--- config.mk ---
export PLATFORM = sky130hd
export DESIGN_NAME = pmsm_master
export DESIGN_NICKNAME = d
export VERILOG_FILES = /design/src/include/pmsm_pkg.sv /design/src/pmsm_master.sv
export SDC_FILE = /design/constraint.sdc
export NUM_CORES = 1
export LEC_CHECK = 0
export BUFFER_PORTS_ARGS = -buffer_cell sky130_fd_sc_hd__buf_2
export CAP_MARGIN = 20
export CORE_MARGIN = 4
export CORE_UTILIZATION = 41
export DETAILED_ROUTE_END_ITERATION = 8
export PLACE_DENSITY_LB_ADDON = 0.15
export SYNTH_ARGS = -nofsm -noshare
export SYNTH_HDL_FRONTEND = slang
export SYNTH_SLANG_ARGS = --single-unit
--- constraint.sdc ---
create_clock -name clk_sys -period 6.8 [get_ports clk_sys]
set_input_delay 1.02 -clock clk_sys [delete_from_list [all_inputs] [get_ports clk_sys]]
set_output_delay 1.02 -clock clk_sys [all_outputs]
set_load 0.01 [all_outputs]
--- src/include/pmsm_pkg.sv ---
// Register map, frame layout and types of the management serial master.
package pmsm_pkg;

  // ------------------------------------------------------------------
  // Register map, byte addresses
  // ------------------------------------------------------------------
  localparam logic [7:0]  CFG_OFS       = 8'h00;
  localparam logic [7:0]  CMD_OFS       = 8'h04;
  localparam logic [7:0]  ADR_OFS       = 8'h08;
  localparam logic [7:0]  WTD_OFS       = 8'h0C;
  localparam logic [7:0]  RDD_OFS       = 8'h10;
  localparam logic [7:0]  IND_OFS       = 8'h14;

  // ------------------------------------------------------------------
  // Field positions
  // ------------------------------------------------------------------
  localparam int unsigned CFG_PREAMBLE_SUPPRESS_BIT = 1;
  localparam int unsigned CFG_DIV_LSB   = 2;
  localparam int unsigned CMD_READ_BIT  = 0;
  localparam int unsigned CMD_SCAN_BIT  = 1;
  localparam int unsigned ADR_REG_LSB   = 0;
  localparam int unsigned ADR_PHY_LSB   = 8;
  localparam int unsigned IND_BUSY_BIT  = 0;
  localparam int unsigned IND_NV_BIT    = 2;

  // ------------------------------------------------------------------
  // Reset values
  // ------------------------------------------------------------------
  localparam logic [5:0]  CFG_RST       = 6'h00;
  localparam logic [1:0]  CMD_RST       = 2'h0;
  localparam logic [9:0]  ADR_RST       = 10'h000;
  localparam logic [15:0] DATA_RST      = 16'h0000;

  // ------------------------------------------------------------------
  // Frame layout, bit positions counted from the first preamble bit
  // ------------------------------------------------------------------
  localparam logic [31:0] PRE_PAT       = 32'hFFFF_FFFF;
  localparam logic [1:0]  START_PAT     = 2'h1;
  localparam logic [1:0]  OP_READ       = 2'h2;
  localparam logic [1:0]  OP_WRITE      = 2'h1;
  localparam logic [1:0]  TA_WRITE      = 2'h2;
  localparam logic [5:0]  POS_FULL      = 6'h00;
  localparam logic [5:0]  POS_PREAMBLE_SUPPRESS     = 6'h20;
  localparam logic [5:0]  POS_START     = 6'h20;
  localparam logic [5:0]  POS_TA        = 6'h2E;
  localparam logic [5:0]  POS_DATA      = 6'h30;
  localparam logic [5:0]  POS_LAST      = 6'h3F;

  // ------------------------------------------------------------------
  // Timing
  // ------------------------------------------------------------------
  localparam int unsigned BUSY_DELAY    = 3;
  localparam logic [5:0]  HALF_BASE_M1  = 6'h03;

  typedef struct packed
  {
    logic        rd;
    logic [4:0]  phy;
    logic [4:0]  reg_addr_field;
    logic [15:0] data;
  } pmsm_req_t;

  typedef enum logic {ST_IDLE, ST_RUN} pmsm_state_t;

endpackage

--- src/pmsm_master.sv ---
// Management serial master: register port, clock divider and frame engine.
//
// Implementation choices: the strobed register port and the placing of the registers.
`timescale 1ns/1ps

module pmsm_master
(
  input  wire logic        clk_sys,
  input  wire logic        nrst,
  input  wire logic [7:0]  reg_addr,
  input  wire logic [31:0] reg_wdata,
  input  wire logic        reg_wr,
  input  wire logic        reg_rd,
  output logic      [31:0] reg_rdata,
  output logic             mdc,
  input  wire logic        mdio_i,
  output logic             mdio_o,
  output logic             mdio_oe
);

  // ------------------------------------------------------------------
  // Register group
  // ------------------------------------------------------------------
  logic [5:0]          cfg_r,   cfg_nxt;
  logic [1:0]          cmd_r,   cmd_nxt;
  logic [9:0]          adr_r,   adr_nxt;
  logic [15:0]         wtd_r,   wtd_nxt;
  logic [1:0]          pipe_r,  pipe_nxt;
  pmsm_pkg::pmsm_req_t req_r,   req_nxt;
  logic [31:0]         rdat_r,  rdat_nxt;
  logic                trig;
  logic                trig_scan;

  // Link group state, declared here because reads look at it.
  pmsm_pkg::pmsm_state_t state_r, state_nxt;
  pmsm_pkg::pmsm_req_t   cur_r,   cur_nxt;
  logic [5:0]            pos_r,   pos_nxt;
  logic [5:0]            cnt_r,   cnt_nxt;
  logic                  mdc_r,   mdc_nxt;
  logic                  mo_r,    mo_nxt;
  logic                  oe_r,    oe_nxt;
  logic [15:0]           rx_r,    rx_nxt;
  logic [15:0]           rdd_r,   rdd_nxt;
  logic                  busy_r,  busy_nxt;
  logic                  nv_r,    nv_nxt;

  logic                  preamble_suppress;
  logic [5:0]            half_m1;
  logic                  tick;
  logic                  frame_end;
  logic [5:0]            pos_first;
  pmsm_pkg::pmsm_req_t   scan_req;

  assign preamble_suppress     = cfg_r[pmsm_pkg::CFG_PREAMBLE_SUPPRESS_BIT];
  assign pos_first = preamble_suppress ? pmsm_pkg::POS_PREAMBLE_SUPPRESS : pmsm_pkg::POS_FULL;
  assign scan_req  = '{rd: 1'b1, phy: adr_r[9:5], reg_addr_field: adr_r[4:0],
                       data: pmsm_pkg::DATA_RST};

  always_comb
  begin
    cfg_nxt   = cfg_r;
    cmd_nxt   = cmd_r;
    adr_nxt   = adr_r;
    wtd_nxt   = wtd_r;
    req_nxt   = req_r;
    rdat_nxt  = 32'h0000_0000;
    trig      = 1'b0;
    trig_scan = 1'b0;
    if (reg_wr)
    begin
      case (reg_addr)
        pmsm_pkg::CFG_OFS:
        begin
          cfg_nxt = reg_wdata[pmsm_pkg::CFG_DIV_LSB+3:0];
        end
        pmsm_pkg::CMD_OFS:
        begin
          cmd_nxt = reg_wdata[1:0];
          // read start on rising command bit
          if (reg_wdata[pmsm_pkg::CMD_READ_BIT] &&
              !cmd_r[pmsm_pkg::CMD_READ_BIT])
          begin
            trig = 1'b1;
          end
          // scan start on rising command bit
          if (reg_wdata[pmsm_pkg::CMD_SCAN_BIT] &&
              !cmd_r[pmsm_pkg::CMD_SCAN_BIT])
          begin
            trig      = 1'b1;
            trig_scan = 1'b1;
          end
          if (trig)
          begin
            req_nxt = scan_req;
          end
        end
        pmsm_pkg::ADR_OFS:
        begin
          adr_nxt = {reg_wdata[pmsm_pkg::ADR_PHY_LSB+4:pmsm_pkg::ADR_PHY_LSB],
                     reg_wdata[pmsm_pkg::ADR_REG_LSB+4:pmsm_pkg::ADR_REG_LSB]};
        end
        pmsm_pkg::WTD_OFS:
        begin
          wtd_nxt = reg_wdata[15:0];
          trig    = 1'b1;
          req_nxt = '{rd: 1'b0, phy: adr_r[9:5], reg_addr_field: adr_r[4:0],
                      data: reg_wdata[15:0]};
        end
        default:
        begin
          cfg_nxt = cfg_r;
        end
      endcase
    end
    pipe_nxt = {pipe_r[0], trig};
    if (reg_rd)
    begin
      case (reg_addr)
        pmsm_pkg::CFG_OFS: rdat_nxt = {26'h000_0000, cfg_r};
        pmsm_pkg::CMD_OFS: rdat_nxt = {30'h0000_0000, cmd_r};
        pmsm_pkg::ADR_OFS: rdat_nxt = {19'h0_0000, adr_r[9:5], 3'h0,
                                       adr_r[4:0]};
        pmsm_pkg::WTD_OFS: rdat_nxt = {16'h0000, wtd_r};
        pmsm_pkg::RDD_OFS: rdat_nxt = {16'h0000, rdd_r};
        pmsm_pkg::IND_OFS: rdat_nxt = {29'h0000_0000, nv_r, 1'b0, busy_r};
        default:           rdat_nxt = 32'h0000_0000;
      endcase
    end
  end

  always_ff @(posedge clk_sys)
  begin
    if (!nrst)
    begin
      cfg_r  <= pmsm_pkg::CFG_RST;
      cmd_r  <= pmsm_pkg::CMD_RST;
      adr_r  <= pmsm_pkg::ADR_RST;
      wtd_r  <= pmsm_pkg::DATA_RST;
      pipe_r <= 2'h0;
      req_r  <= '0;
      rdat_r <= 32'h0000_0000;
    end
    else
    begin
      cfg_r  <= cfg_nxt;
      cmd_r  <= cmd_nxt;
      adr_r  <= adr_nxt;
      wtd_r  <= wtd_nxt;
      pipe_r <= pipe_nxt;
      req_r  <= req_nxt;
      rdat_r <= rdat_nxt;
    end
  end

  // ------------------------------------------------------------------
  // Frame engine
  // ------------------------------------------------------------------
  // The frame is a fixed 64-bit vector; a bit is picked by its position.
  // fixed field order
  function automatic logic frame_bit(input pmsm_pkg::pmsm_req_t q,
                                     input logic [5:0] p);
    logic [63:0] v;
    v = {pmsm_pkg::PRE_PAT, pmsm_pkg::START_PAT,
         q.rd ? pmsm_pkg::OP_READ : pmsm_pkg::OP_WRITE,
         q.phy, q.reg_addr_field, pmsm_pkg::TA_WRITE, q.data};
    return v[pmsm_pkg::POS_LAST - p];
  endfunction

  function automatic logic frame_oe(input pmsm_pkg::pmsm_req_t q,
                                    input logic [5:0] p);
    return !(q.rd && (p >= pmsm_pkg::POS_TA));
  endfunction

  // half period is 2*(select+2) system cycles
  assign half_m1   = {1'b0, cfg_r[5:2], 1'b0} + pmsm_pkg::HALF_BASE_M1;
  assign tick      = (state_r == pmsm_pkg::ST_RUN) && (cnt_r == half_m1);
  assign frame_end = tick && mdc_r && (pos_r == pmsm_pkg::POS_LAST);

  always_comb
  begin
    state_nxt = state_r;
    cur_nxt   = cur_r;
    pos_nxt   = pos_r;
    cnt_nxt   = cnt_r;
    mdc_nxt   = mdc_r;
    mo_nxt    = mo_r;
    oe_nxt    = oe_r;
    rx_nxt    = rx_r;
    rdd_nxt   = rdd_r;
    busy_nxt  = busy_r;
    nv_nxt    = nv_r;
    case (state_r)
      pmsm_pkg::ST_IDLE:
      begin
        // busy follows the start three cycles on
        if (pipe_r[1])
        begin
          busy_nxt  = 1'b1;
          state_nxt = pmsm_pkg::ST_RUN;
          cur_nxt   = req_r;
          pos_nxt   = pos_first;
          cnt_nxt   = 6'h00;
          mdc_nxt   = 1'b0;
          mo_nxt    = frame_bit(req_r, pos_first);
          oe_nxt    = frame_oe(req_r, pos_first);
        end
      end
      pmsm_pkg::ST_RUN:
      begin
        cnt_nxt = tick ? 6'h00 : cnt_r + 6'h01;
        if (tick)
        begin
          // clock toggles only during a frame
          mdc_nxt = !mdc_r;
          if (!mdc_r)
          begin
            // PHY data sampled on the rising edge
            if (cur_r.rd && (pos_r >= pmsm_pkg::POS_DATA))
            begin
              rx_nxt = {rx_r[14:0], mdio_i};
            end
          end
          else if (pos_r != pmsm_pkg::POS_LAST)
          begin
            // next bit driven on the falling edge
            pos_nxt = pos_r + 6'h01;
            mo_nxt  = frame_bit(cur_r, pos_r + 6'h01);
            oe_nxt  = frame_oe(cur_r, pos_r + 6'h01);
          end
          else
          begin
            // store received word at frame end
            if (cur_r.rd)
            begin
              rdd_nxt = rx_r;
              if (cmd_r[pmsm_pkg::CMD_SCAN_BIT])
              begin
                nv_nxt = 1'b0;
              end
            end
            if (cmd_r[pmsm_pkg::CMD_SCAN_BIT])
            begin
              cur_nxt = scan_req;
              pos_nxt = pos_first;
              mo_nxt  = frame_bit(scan_req, pos_first);
              oe_nxt  = frame_oe(scan_req, pos_first);
            end
            else
            begin
              state_nxt = pmsm_pkg::ST_IDLE;
              busy_nxt  = 1'b0;
              mo_nxt    = 1'b0;
              oe_nxt    = 1'b0;
            end
          end
        end
      end
      default:
      begin
        state_nxt = pmsm_pkg::ST_IDLE;
      end
    endcase
    if (trig_scan)
    begin
      nv_nxt = 1'b1;
    end
  end

  always_ff @(posedge clk_sys)
  begin
    if (!nrst)
    begin
      state_r <= pmsm_pkg::ST_IDLE;
      cur_r   <= '0;
      pos_r   <= pmsm_pkg::POS_FULL;
      cnt_r   <= 6'h00;
      mdc_r   <= 1'b0;
      mo_r    <= 1'b0;
      oe_r    <= 1'b0;
      rx_r    <= pmsm_pkg::DATA_RST;
      rdd_r   <= pmsm_pkg::DATA_RST;
      busy_r  <= 1'b0;
      nv_r    <= 1'b0;
    end
    else
    begin
      state_r <= state_nxt;
      cur_r   <= cur_nxt;
      pos_r   <= pos_nxt;
      cnt_r   <= cnt_nxt;
      mdc_r   <= mdc_nxt;
      mo_r    <= mo_nxt;
      oe_r    <= oe_nxt;
      rx_r    <= rx_nxt;
      rdd_r   <= rdd_nxt;
      busy_r  <= busy_nxt;
      nv_r    <= nv_nxt;
    end
  end

  assign reg_rdata = rdat_r;
  assign mdc       = mdc_r;
  assign mdio_o    = mo_r;
  assign mdio_oe   = oe_r;

  logic run;
  assign run = (state_r == pmsm_pkg::ST_RUN);
endmodule

Word level (Yosys, flattened, before mapping)
Cells that the tools add are included.

Register bits: 172. Logic and storage cells: 157. Output and inout bits: 35. Input bits: 45.

Add/sub/neg operators: 5. Reduce and logical (&&, ||, !) cells: 34. Magnitude comparators: 5. Eq/ne operators: 16. Bitwise gates (word level): 3. Muxes and demuxes: 69.

Operators with widths (count): $mux 27 (6); $pmux 27 s2 (2); $pmux 16 s6 (1); $mux 6 (8); $mux 1 (39); $pmux 6 s2 (2); $bmux 1 s6 (3); $ge 6x6->1 const B (3); $eq 8x4->1 const B (2); $eq 8x5->1 const B (2); $reduce_and 5->1 (3); $lt 6x7->1 const B (2); $reduce_and 2->1 (7); $add 6x1->6 const B (2); $pmux 1 s2 (6); $reduce_bool 2->1 (6); $sub 6x6->6 const A (2); $ne 2x2->1 const B (5); $eq 8x3->1 const B (1); $logic_not 8->1 (1); $reduce_and 4->1 (2); $add 5x2->6 const B (1); $eq 6x6->1 (1); $logic_and 1x1->1 (6); other kinds (8) (19).

Logic depth before layout (Yosys ltp)
Gate-level depths: netlist (run 1).

Depth after elaboration: 9. Mapped depth: 9. Depth with buffers taken out: 7.

Least setup slack after synthesis (run 1)
Ideal clock, no wire load.

Kind: input to register. Start point: in reg_addr[5]. End point: reg req_r[10] (netlist name). Stages on the path: 9. Path slack: 3.900 ns. Required time: 6.683 ns. Arrival time: 2.783 ns. Library setup time: 0.117 ns. Cell sequence: or4_4 > nor3_4 > nand3_2 > or2_1 > buf_6 > and2_4 > buf_6 > buf_6 > a22o_1.

Longest elaborated chain between the ends: 3.

RTL lines: start, declared (line pmsm_master.sv:10) `input wire logic [7:0] reg_addr,`; $eq 8x3->1 / $eq 8x4->1 (equally long branches) (line pmsm_master.sv:71) `case (reg_addr)`; $ne 2x1->1 (no source line) / $reduce_bool 2->1 (equally long branches); $reduce_and 3->1 (no source line); end signal, assigned (line pmsm_master.sv:150) `req_r <= req_nxt;`; end, declared (line pmsm_master.sv:29) `pmsm_pkg::pmsm_req_t req_r, req_nxt;`.

Several ways; a longest one is shown, not always the timed one. A chain may end at the register's enable or synchronous reset.

Worst setup path after layout (run 1)
Start point: in reg_addr[5]. End point: reg wtd_r[5].

Longest elaborated chain between the ends: 2.

RTL lines: $eq 8x4->1 (line pmsm_master.sv:71); $reduce_and 2->1 (no source line); end signal, assigned (line pmsm_master.sv:138) `wtd_r <= pmsm_pkg::DATA_RST;`; end signal, assigned (line pmsm_master.sv:148) `wtd_r <= wtd_nxt;`; end, declared (line pmsm_master.sv:27) `logic [15:0] wtd_r, wtd_nxt;`.

Every way passes these cells.

==> results of run 1 <==
-- per-layer routing --
layer / GRT usage / vias to the layer above
li1: - / 2398
met1: 0.228 / 2425
met2: 0.289 / 130
met3: 0.0487 / 23
met4: 0.0646 / 0
met5: 0 / -
-- registers in the layout, indices dropped and copies added (netlist names) --
name / cells
cur_r: 27
req_r: 27
rdd_r: 16
reg_rdata: 16
rx_r: 16
wtd_r: 16
adr_r: 10
cfg_r: 6
cnt_r: 6
pos_r: 6
cmd_r: 2
pipe_r: 2
busy_r: 1
mdc: 1
mdio_o: 1
mdio_oe: 1
nv_r: 1
run: 1
-- through the flow --
| stage | std cells | total power (uW) |
|---|---|---|
| global placement | 871 | 978 |
| floorplan | 671 | 966 |
| CTS | 903 | 1910 |
| finish | 905 | 1890 |
| global route | 905 | 1950 |
| detailed placement | 871 | 979 |
-- layout make-up --
class | instances | area share
Clock buffer | 20 | 0.0598
Multi-Input combinational cell | 447 | 0.416
Clock inverter | 12 | 0.0188
Sequential cell | 156 | 0.428
Tap cell | 211 | 0.0362
Inverter | 5 | 0.00257
Timing Repair Buffer | 54 | 0.0394
-- cells by family after synthesis --
group           Yosys count  synth area share
compound gates          145             0.174
xor+xnor                 10            0.0147
fa+ha+maj                 3           0.00580
buf+inv                  68            0.0580
flops                   156             0.482
mux                      68             0.114
other cells               1          0.000579
simple gates            205             0.151
-- Yosys cell counts, types with 2 or more instances --
master    number
o21ai_0        7
mux2i_1       58
o22ai_1        2
mux4_2         4
nand3_1       26
a22o_1        48
nor3_1         5
buf_6          5
buf_1          2
xor2_1         4
buf_4         18
a222oi_1       9
nand3b_1       4
nor2b_1        8
nor2_1        87
o221a_2        5
nand2_1       40
or2_2          2
clkbuf_1      26
nor3b_1        8
ha_1           3
buf_2         12
a21oi_1       32
a211oi_1      13
a22oi_1        7
mux2_2         6
inv_1          5
or3_1          4
dfxtp_1      156
and3_1         6
a311oi_1       3
xnor2_1        5
and2_1         2
a31oi_1        4
-- where the power goes --
group	switching (uW)	total, uW	internal [uW]
sequential	0.488	915	914
clock	384	928	544
combinational	32.8	43.5	10.7
total	417	1890	1470
-- cell usage in the layout, fill, tap and decap left out, types with 9 or more instances in the layout --
master and n:
nor2_1 87, a222oi_1 9, a211oi_1 13, dfxtp_1 156
conb_1 16, nand3_1 26, clkbuf_16 17, a22o_1 48
buf_2 47, mux2i_1 58, nand2_1 40, a21oi_1 32
-- path summary, 6_finish.rpt --
path,start,end,slack [ns]
setup reg to reg,cfg_r[2],rdd_r[8],3.51
hold / removal,pipe_r[0],pipe_r[1],0.43
setup / recovery,reg_addr[5],wtd_r[5],3.51
hold reg to reg,pipe_r[0],pipe_r[1],0.43
-- worst max-delay path: stages --
cell and delay, ns:
buf_2 0.10, or4_4 0.54, nor3_4 0.26, and3_1 0.65, and3_1 0.48, buf_4 0.38, a22o_1 0.20
==> results.sh, run 1 <==
export IMPL_grt_total_usage=0.178
export IMPL_place_ws_ns=3.11
export IMPL_path_class="primary input to register"
export IMPL_pwr_density_cell_nw_per_um2=258
export IMPL_status="complete, no violations"
export IMPL_worstMarginPinSlew_ns=1.06
export IMPL_syn_inst=656
export IMPL_n_antenna_cell=0
export IMPL_cts_reportedPaths_clkPinSlew_ns=0.06
export IMPL_grt_overflow=0
export IMPL_nFillCells=1447
export IMPL_ctsHoldBuffers=0
export IMPL_wl_met1_um=6950
export IMPL_report_final_hold_viol_count=0
export IMPL_r2r_cells=7
export IMPL_top_layer_used="met4"
export IMPL_syn_avg_cell_area_um2=9.87
export IMPL_grt_pass1_vias=4906
export IMPL_fin_crit_sh=0.484
export IMPL_grt_pass1_wl_um=25300
export IMPL_numCtsBuffers=17
export IMPL_clockRootBuffer="clkbuf_16"
export IMPL_worst_hold_path_type="register to register"
export IMPL_ys_seq_area_frac=0.482
export IMPL_fmax_mhz=304
export IMPL_io_buffers=47
export IMPL_met2WireLength_um=7490
export IMPL_drt_iter0_markers=292
export IMPL_areaGrowthSynthToFinish_pct=12.8
export IMPL_yosys_area_top_type="dfxtp_1"
export IMPL_wire_per_inst_um=17.0
export IMPL_postCtsResizedCells=0
export IMPL_dp_hpwl_um=10700
export IMPL_layout_drive_gt1_share=0.160
export IMPL_cts_sinks=156
export IMPL_start_kind="primary input"
export IMPL_period_needed_ns=3.29
export IMPL_vias=4976
export IMPL_initial_core_util=0.423
export IMPL_syn_area_um2=6480
export IMPL_slew_headroom=0.290
export IMPL_dpl_cell_area_um2=6710
export IMPL_synth_area_leaders="dfxtp_1, mux2i_1, a22o_1"
export IMPL_hold_slack_ns=0.433
export IMPL_clk_latency_ns=0.43
export IMPL_rsz0062_at_grt="no"
export IMPL_leakagePower_uw=0.00270
export IMPL_gp_congestion=0.846
export IMPL_nNetsFinal=729
export IMPL_synth_edf_count=0
export IMPL_worstPathRequired_ns=7.16
export IMPL_first_pass_iters=5
export IMPL_num_rows=45
export IMPL_synth_cell_type_count=64
export IMPL_cts_buffer_depth=2
export IMPL_final_core_utilization=0.477
export IMPL_ant_nets=0
export IMPL_grt_max_degree=86
export IMPL_setup_tns_ns=0
export IMPL_ir_worst_vdd_v=0.000182
export IMPL_async_reset_ff_frac=0
export IMPL_ys_warn_count=0
export IMPL_cts_tree="built"
export IMPL_pin_count=80
export IMPL_dieArea_um2=17900
export IMPL_finalClockSkew_ns=0.00942
export IMPL_wirelength_um=15400
export IMPL_crit_fanout=26
export IMPL_synthFlopType="dfxtp_1"
export IMPL_post_cts_setup_buffer_count=0
export IMPL_remaining_drc_errors=0
export IMPL_slew_viol_final=0
export IMPL_crit_arrival_ns=3.66
export IMPL_wl_met3_um=669
export IMPL_min_path_cells=1
export IMPL_ys_seq_elements=156
export IMPL_antenna_found_initial=0
export IMPL_fin_ws_ns=3.51
export IMPL_multi_input_area_um2=3030
export IMPL_core_area_um2=15300
export IMPL_end_kind="register"
export IMPL_routed_via_density=5.50
export IMPL_design_area_um2=7300
export IMPL_synth_top_cell_area_share=0.482
export IMPL_h_tree_depth=4
export IMPL_setup_viol=0
export IMPL_drv_cap=0
export IMPL_final_seq_area_um2=3120
export IMPL_fp_dieW_um=134
export IMPL_die_h_um=134
(Power assumes the default switching activity.)
==> inputs of run 2 (changes only) <==
==> constraint.sdc (replaced) <==
create_clock -name clk_sys -period 2.96 [get_ports clk_sys]
set_input_delay 0.444 -clock clk_sys [delete_from_list [all_inputs] [get_ports clk_sys]]
set_output_delay 0.444 -clock clk_sys [all_outputs]
set_load 0.01 [all_outputs]
==> results.sh, run 2 (synthesized netlist as in run 1, its figures left out) <==
export IMPL_dieArea_um2=17900
export IMPL_gp_congestion=0.825
export IMPL_drv_cap=0
export IMPL_report_final_hold_viol_count=0
export IMPL_first_pass_iters=5
export IMPL_vias=4933
export IMPL_path_cells="ha_1, xnor2_1, nand3_1, a2111oi_2, and4bb_1, buf_4, mux2i_1, nor2_1"
export IMPL_numCtsBuffers=17
export IMPL_worst_path_buf_inv=1
export IMPL_num_rows=45
export IMPL_max_stage_delay_ns=0.50
export IMPL_slew_viol_final=0
export IMPL_slew_headroom=0.536
export IMPL_clk_latency_ns=0.42
export IMPL_die_h_um=134
export IMPL_nNetsFinal=741
export IMPL_cts_sinks=156
export IMPL_cts_buffer_depth=2
export IMPL_finalClockSkew_ns=0.00906
export IMPL_period_needed_ns=2.56
export IMPL_critPathLaunch="cfg_r[2]"
export IMPL_top_regs="cur_r (27), req_r (27)"
export IMPL_antenna_found_initial=0
export IMPL_ir_worst_vdd_v=0.000451
export IMPL_clockRootBuffer="clkbuf_16"
export IMPL_cts_tree="built"
export IMPL_start_kind="register"
export IMPL_path_class="register to register"
export IMPL_cp_depth=8
export IMPL_worst_hold_path_type="primary input to register"
export IMPL_core_area_um2=15300
export IMPL_fmax_mhz=391
export IMPL_r2r_cells=8
export IMPL_areaGrowthSynthToFinish_pct=14.9
export IMPL_wirelength_um=15300
export IMPL_rr_endpoint="rx_r[12]"
export IMPL_grt_pass1_wl_um=25000
export IMPL_ant_nets=0
export IMPL_postCtsResizedCells=0
export IMPL_cts_reportedPaths_clkPinSlew_ns=0.06
export IMPL_remaining_drc_errors=0
export IMPL_worstPathRequired_ns=3.25
export IMPL_nFillCells=1452
export IMPL_end_kind="register"
export IMPL_total_power_uw=4440
export IMPL_crit_fanout=16
export IMPL_cp_top_family="simple AND/OR/NAND/NOR gates"
export IMPL_dpl_cell_count=884
export IMPL_post_cts_setup_buffer_count=0
export IMPL_final_common_cell="dfxtp_1"
export IMPL_drt_iter0_markers=488
export IMPL_layout_cells_non_filler=917
export IMPL_fin_crit_sh=0.865
export IMPL_worstMarginPinSlew_ns=0.695
export IMPL_grt_total_usage=0.174
export IMPL_grt_max_degree=55
export IMPL_r2r_slack_ns=0.40
export IMPL_ctsHoldBuffers=0
export IMPL_pin_count=80
export IMPL_r2r_start="cfg_r[2]"
export IMPL_io_buffers=47
export IMPL_status="complete, no violations"
export IMPL_pwr_density_cell_nw_per_um2=597
export IMPL_wire_per_inst_um=16.7
export IMPL_hold_slack_ns=0.261
export IMPL_final_cell_mix="dfxtp_1, nor2_1, mux2i_1"
export IMPL_fp_dieW_um=134
export IMPL_final_seq_area_um2=3120
export IMPL_crit_arrival_ns=2.85
export IMPL_setup_viol=0
export IMPL_dp_hpwl_um=10900
export IMPL_layout_drive_gt1_share=0.176
export IMPL_rsz0062_at_grt="no"
export IMPL_n_antenna_cell=0
export IMPL_routed_via_density=5.38
export IMPL_h_tree_depth=4
export IMPL_crit_end="rx_r[12]"
export IMPL_grt_overflow=0
export IMPL_initial_core_util=0.423
export IMPL_multi_input_area_um2=3030
export IMPL_setup_tns_ns=0
export IMPL_leakagePower_uw=0.00280
export IMPL_cp_slowest_cell="a2111oi_2"
export IMPL_grt_pass1_vias=4782
run 2: cell count changes in the layout (fill, tap and decap cells not counted), sizes merged:
cell | before | now
buf | 54 | 66
clkinvlp | 4 | 1
clkinv | 3 | 5
bufinv | 2 | 3
run 2: report_power, final:
group | leakage (uW) | internal [uW] | switching (uW)
Sequential | 0.00126 | 2100 | 1.04
Combinational | 0.00124 | 25.7 | 76.4
Clock | 0.000297 | 1360 | 880
run 2: worst min path at each step:
stage / depth (start not counted) / start / end
finish: 2 / reg_wdata[14] / req_r[14]
CTS: 2 / reg_wdata[14] / req_r[14]
global route: 2 / reg_wdata[14] / wtd_r[14]
floorplan: 1 / pipe_r[0] / pipe_r[1]
global placement: 1 / pipe_r[0] / pipe_r[1]
detailed placement: 1 / pipe_r[0] / pipe_r[1]
run 2: worst register-to-register path: cells and delay by family, from the launching register on:
family / cells / cell delay [ns]
muxes: 1 / 0.25
DFF: 1 / 0.42
adders and majority gates: 1 / 0.28
buffers and inverters: 1 / 0.29
AOI/OAI and AO/OA: 1 / 0.50
and+or+nand+nor: 3 / 0.51
xor gates and xnor gates: 1 / 0.19
run 2: stage by stage:
step	setup WS [ns]	util	instance area (um2)
after floorplan	0.636	-	6530
after global placement	0.432	0.445	6820
after detailed placement	0.388	0.446	6820
after CTS	0.373	0.485	7430
after global routing	0.167	0.486	7440
final	0.401	0.486	7440
run 2: metal layers:
| metal | routed length (um) | GRT usage |
|---|---|---|
| met2 | 7280 | 0.287 |
| met3 | 743 | 0.0415 |
| met5 | 0 | 0 |
| met1 | 6920 | 0.221 |
| met4 | 380 | 0.0674 |
run 2: layout make-up:
class | instances | area share
Clock inverter | 12 | 0.0219
Tap cell | 211 | 0.0355
Timing Repair Buffer | 66 | 0.0530
Clock buffer | 20 | 0.0600
Inverter | 5 | 0.00252
Sequential cell | 156 | 0.420
Multi-Input combinational cell | 447 | 0.408
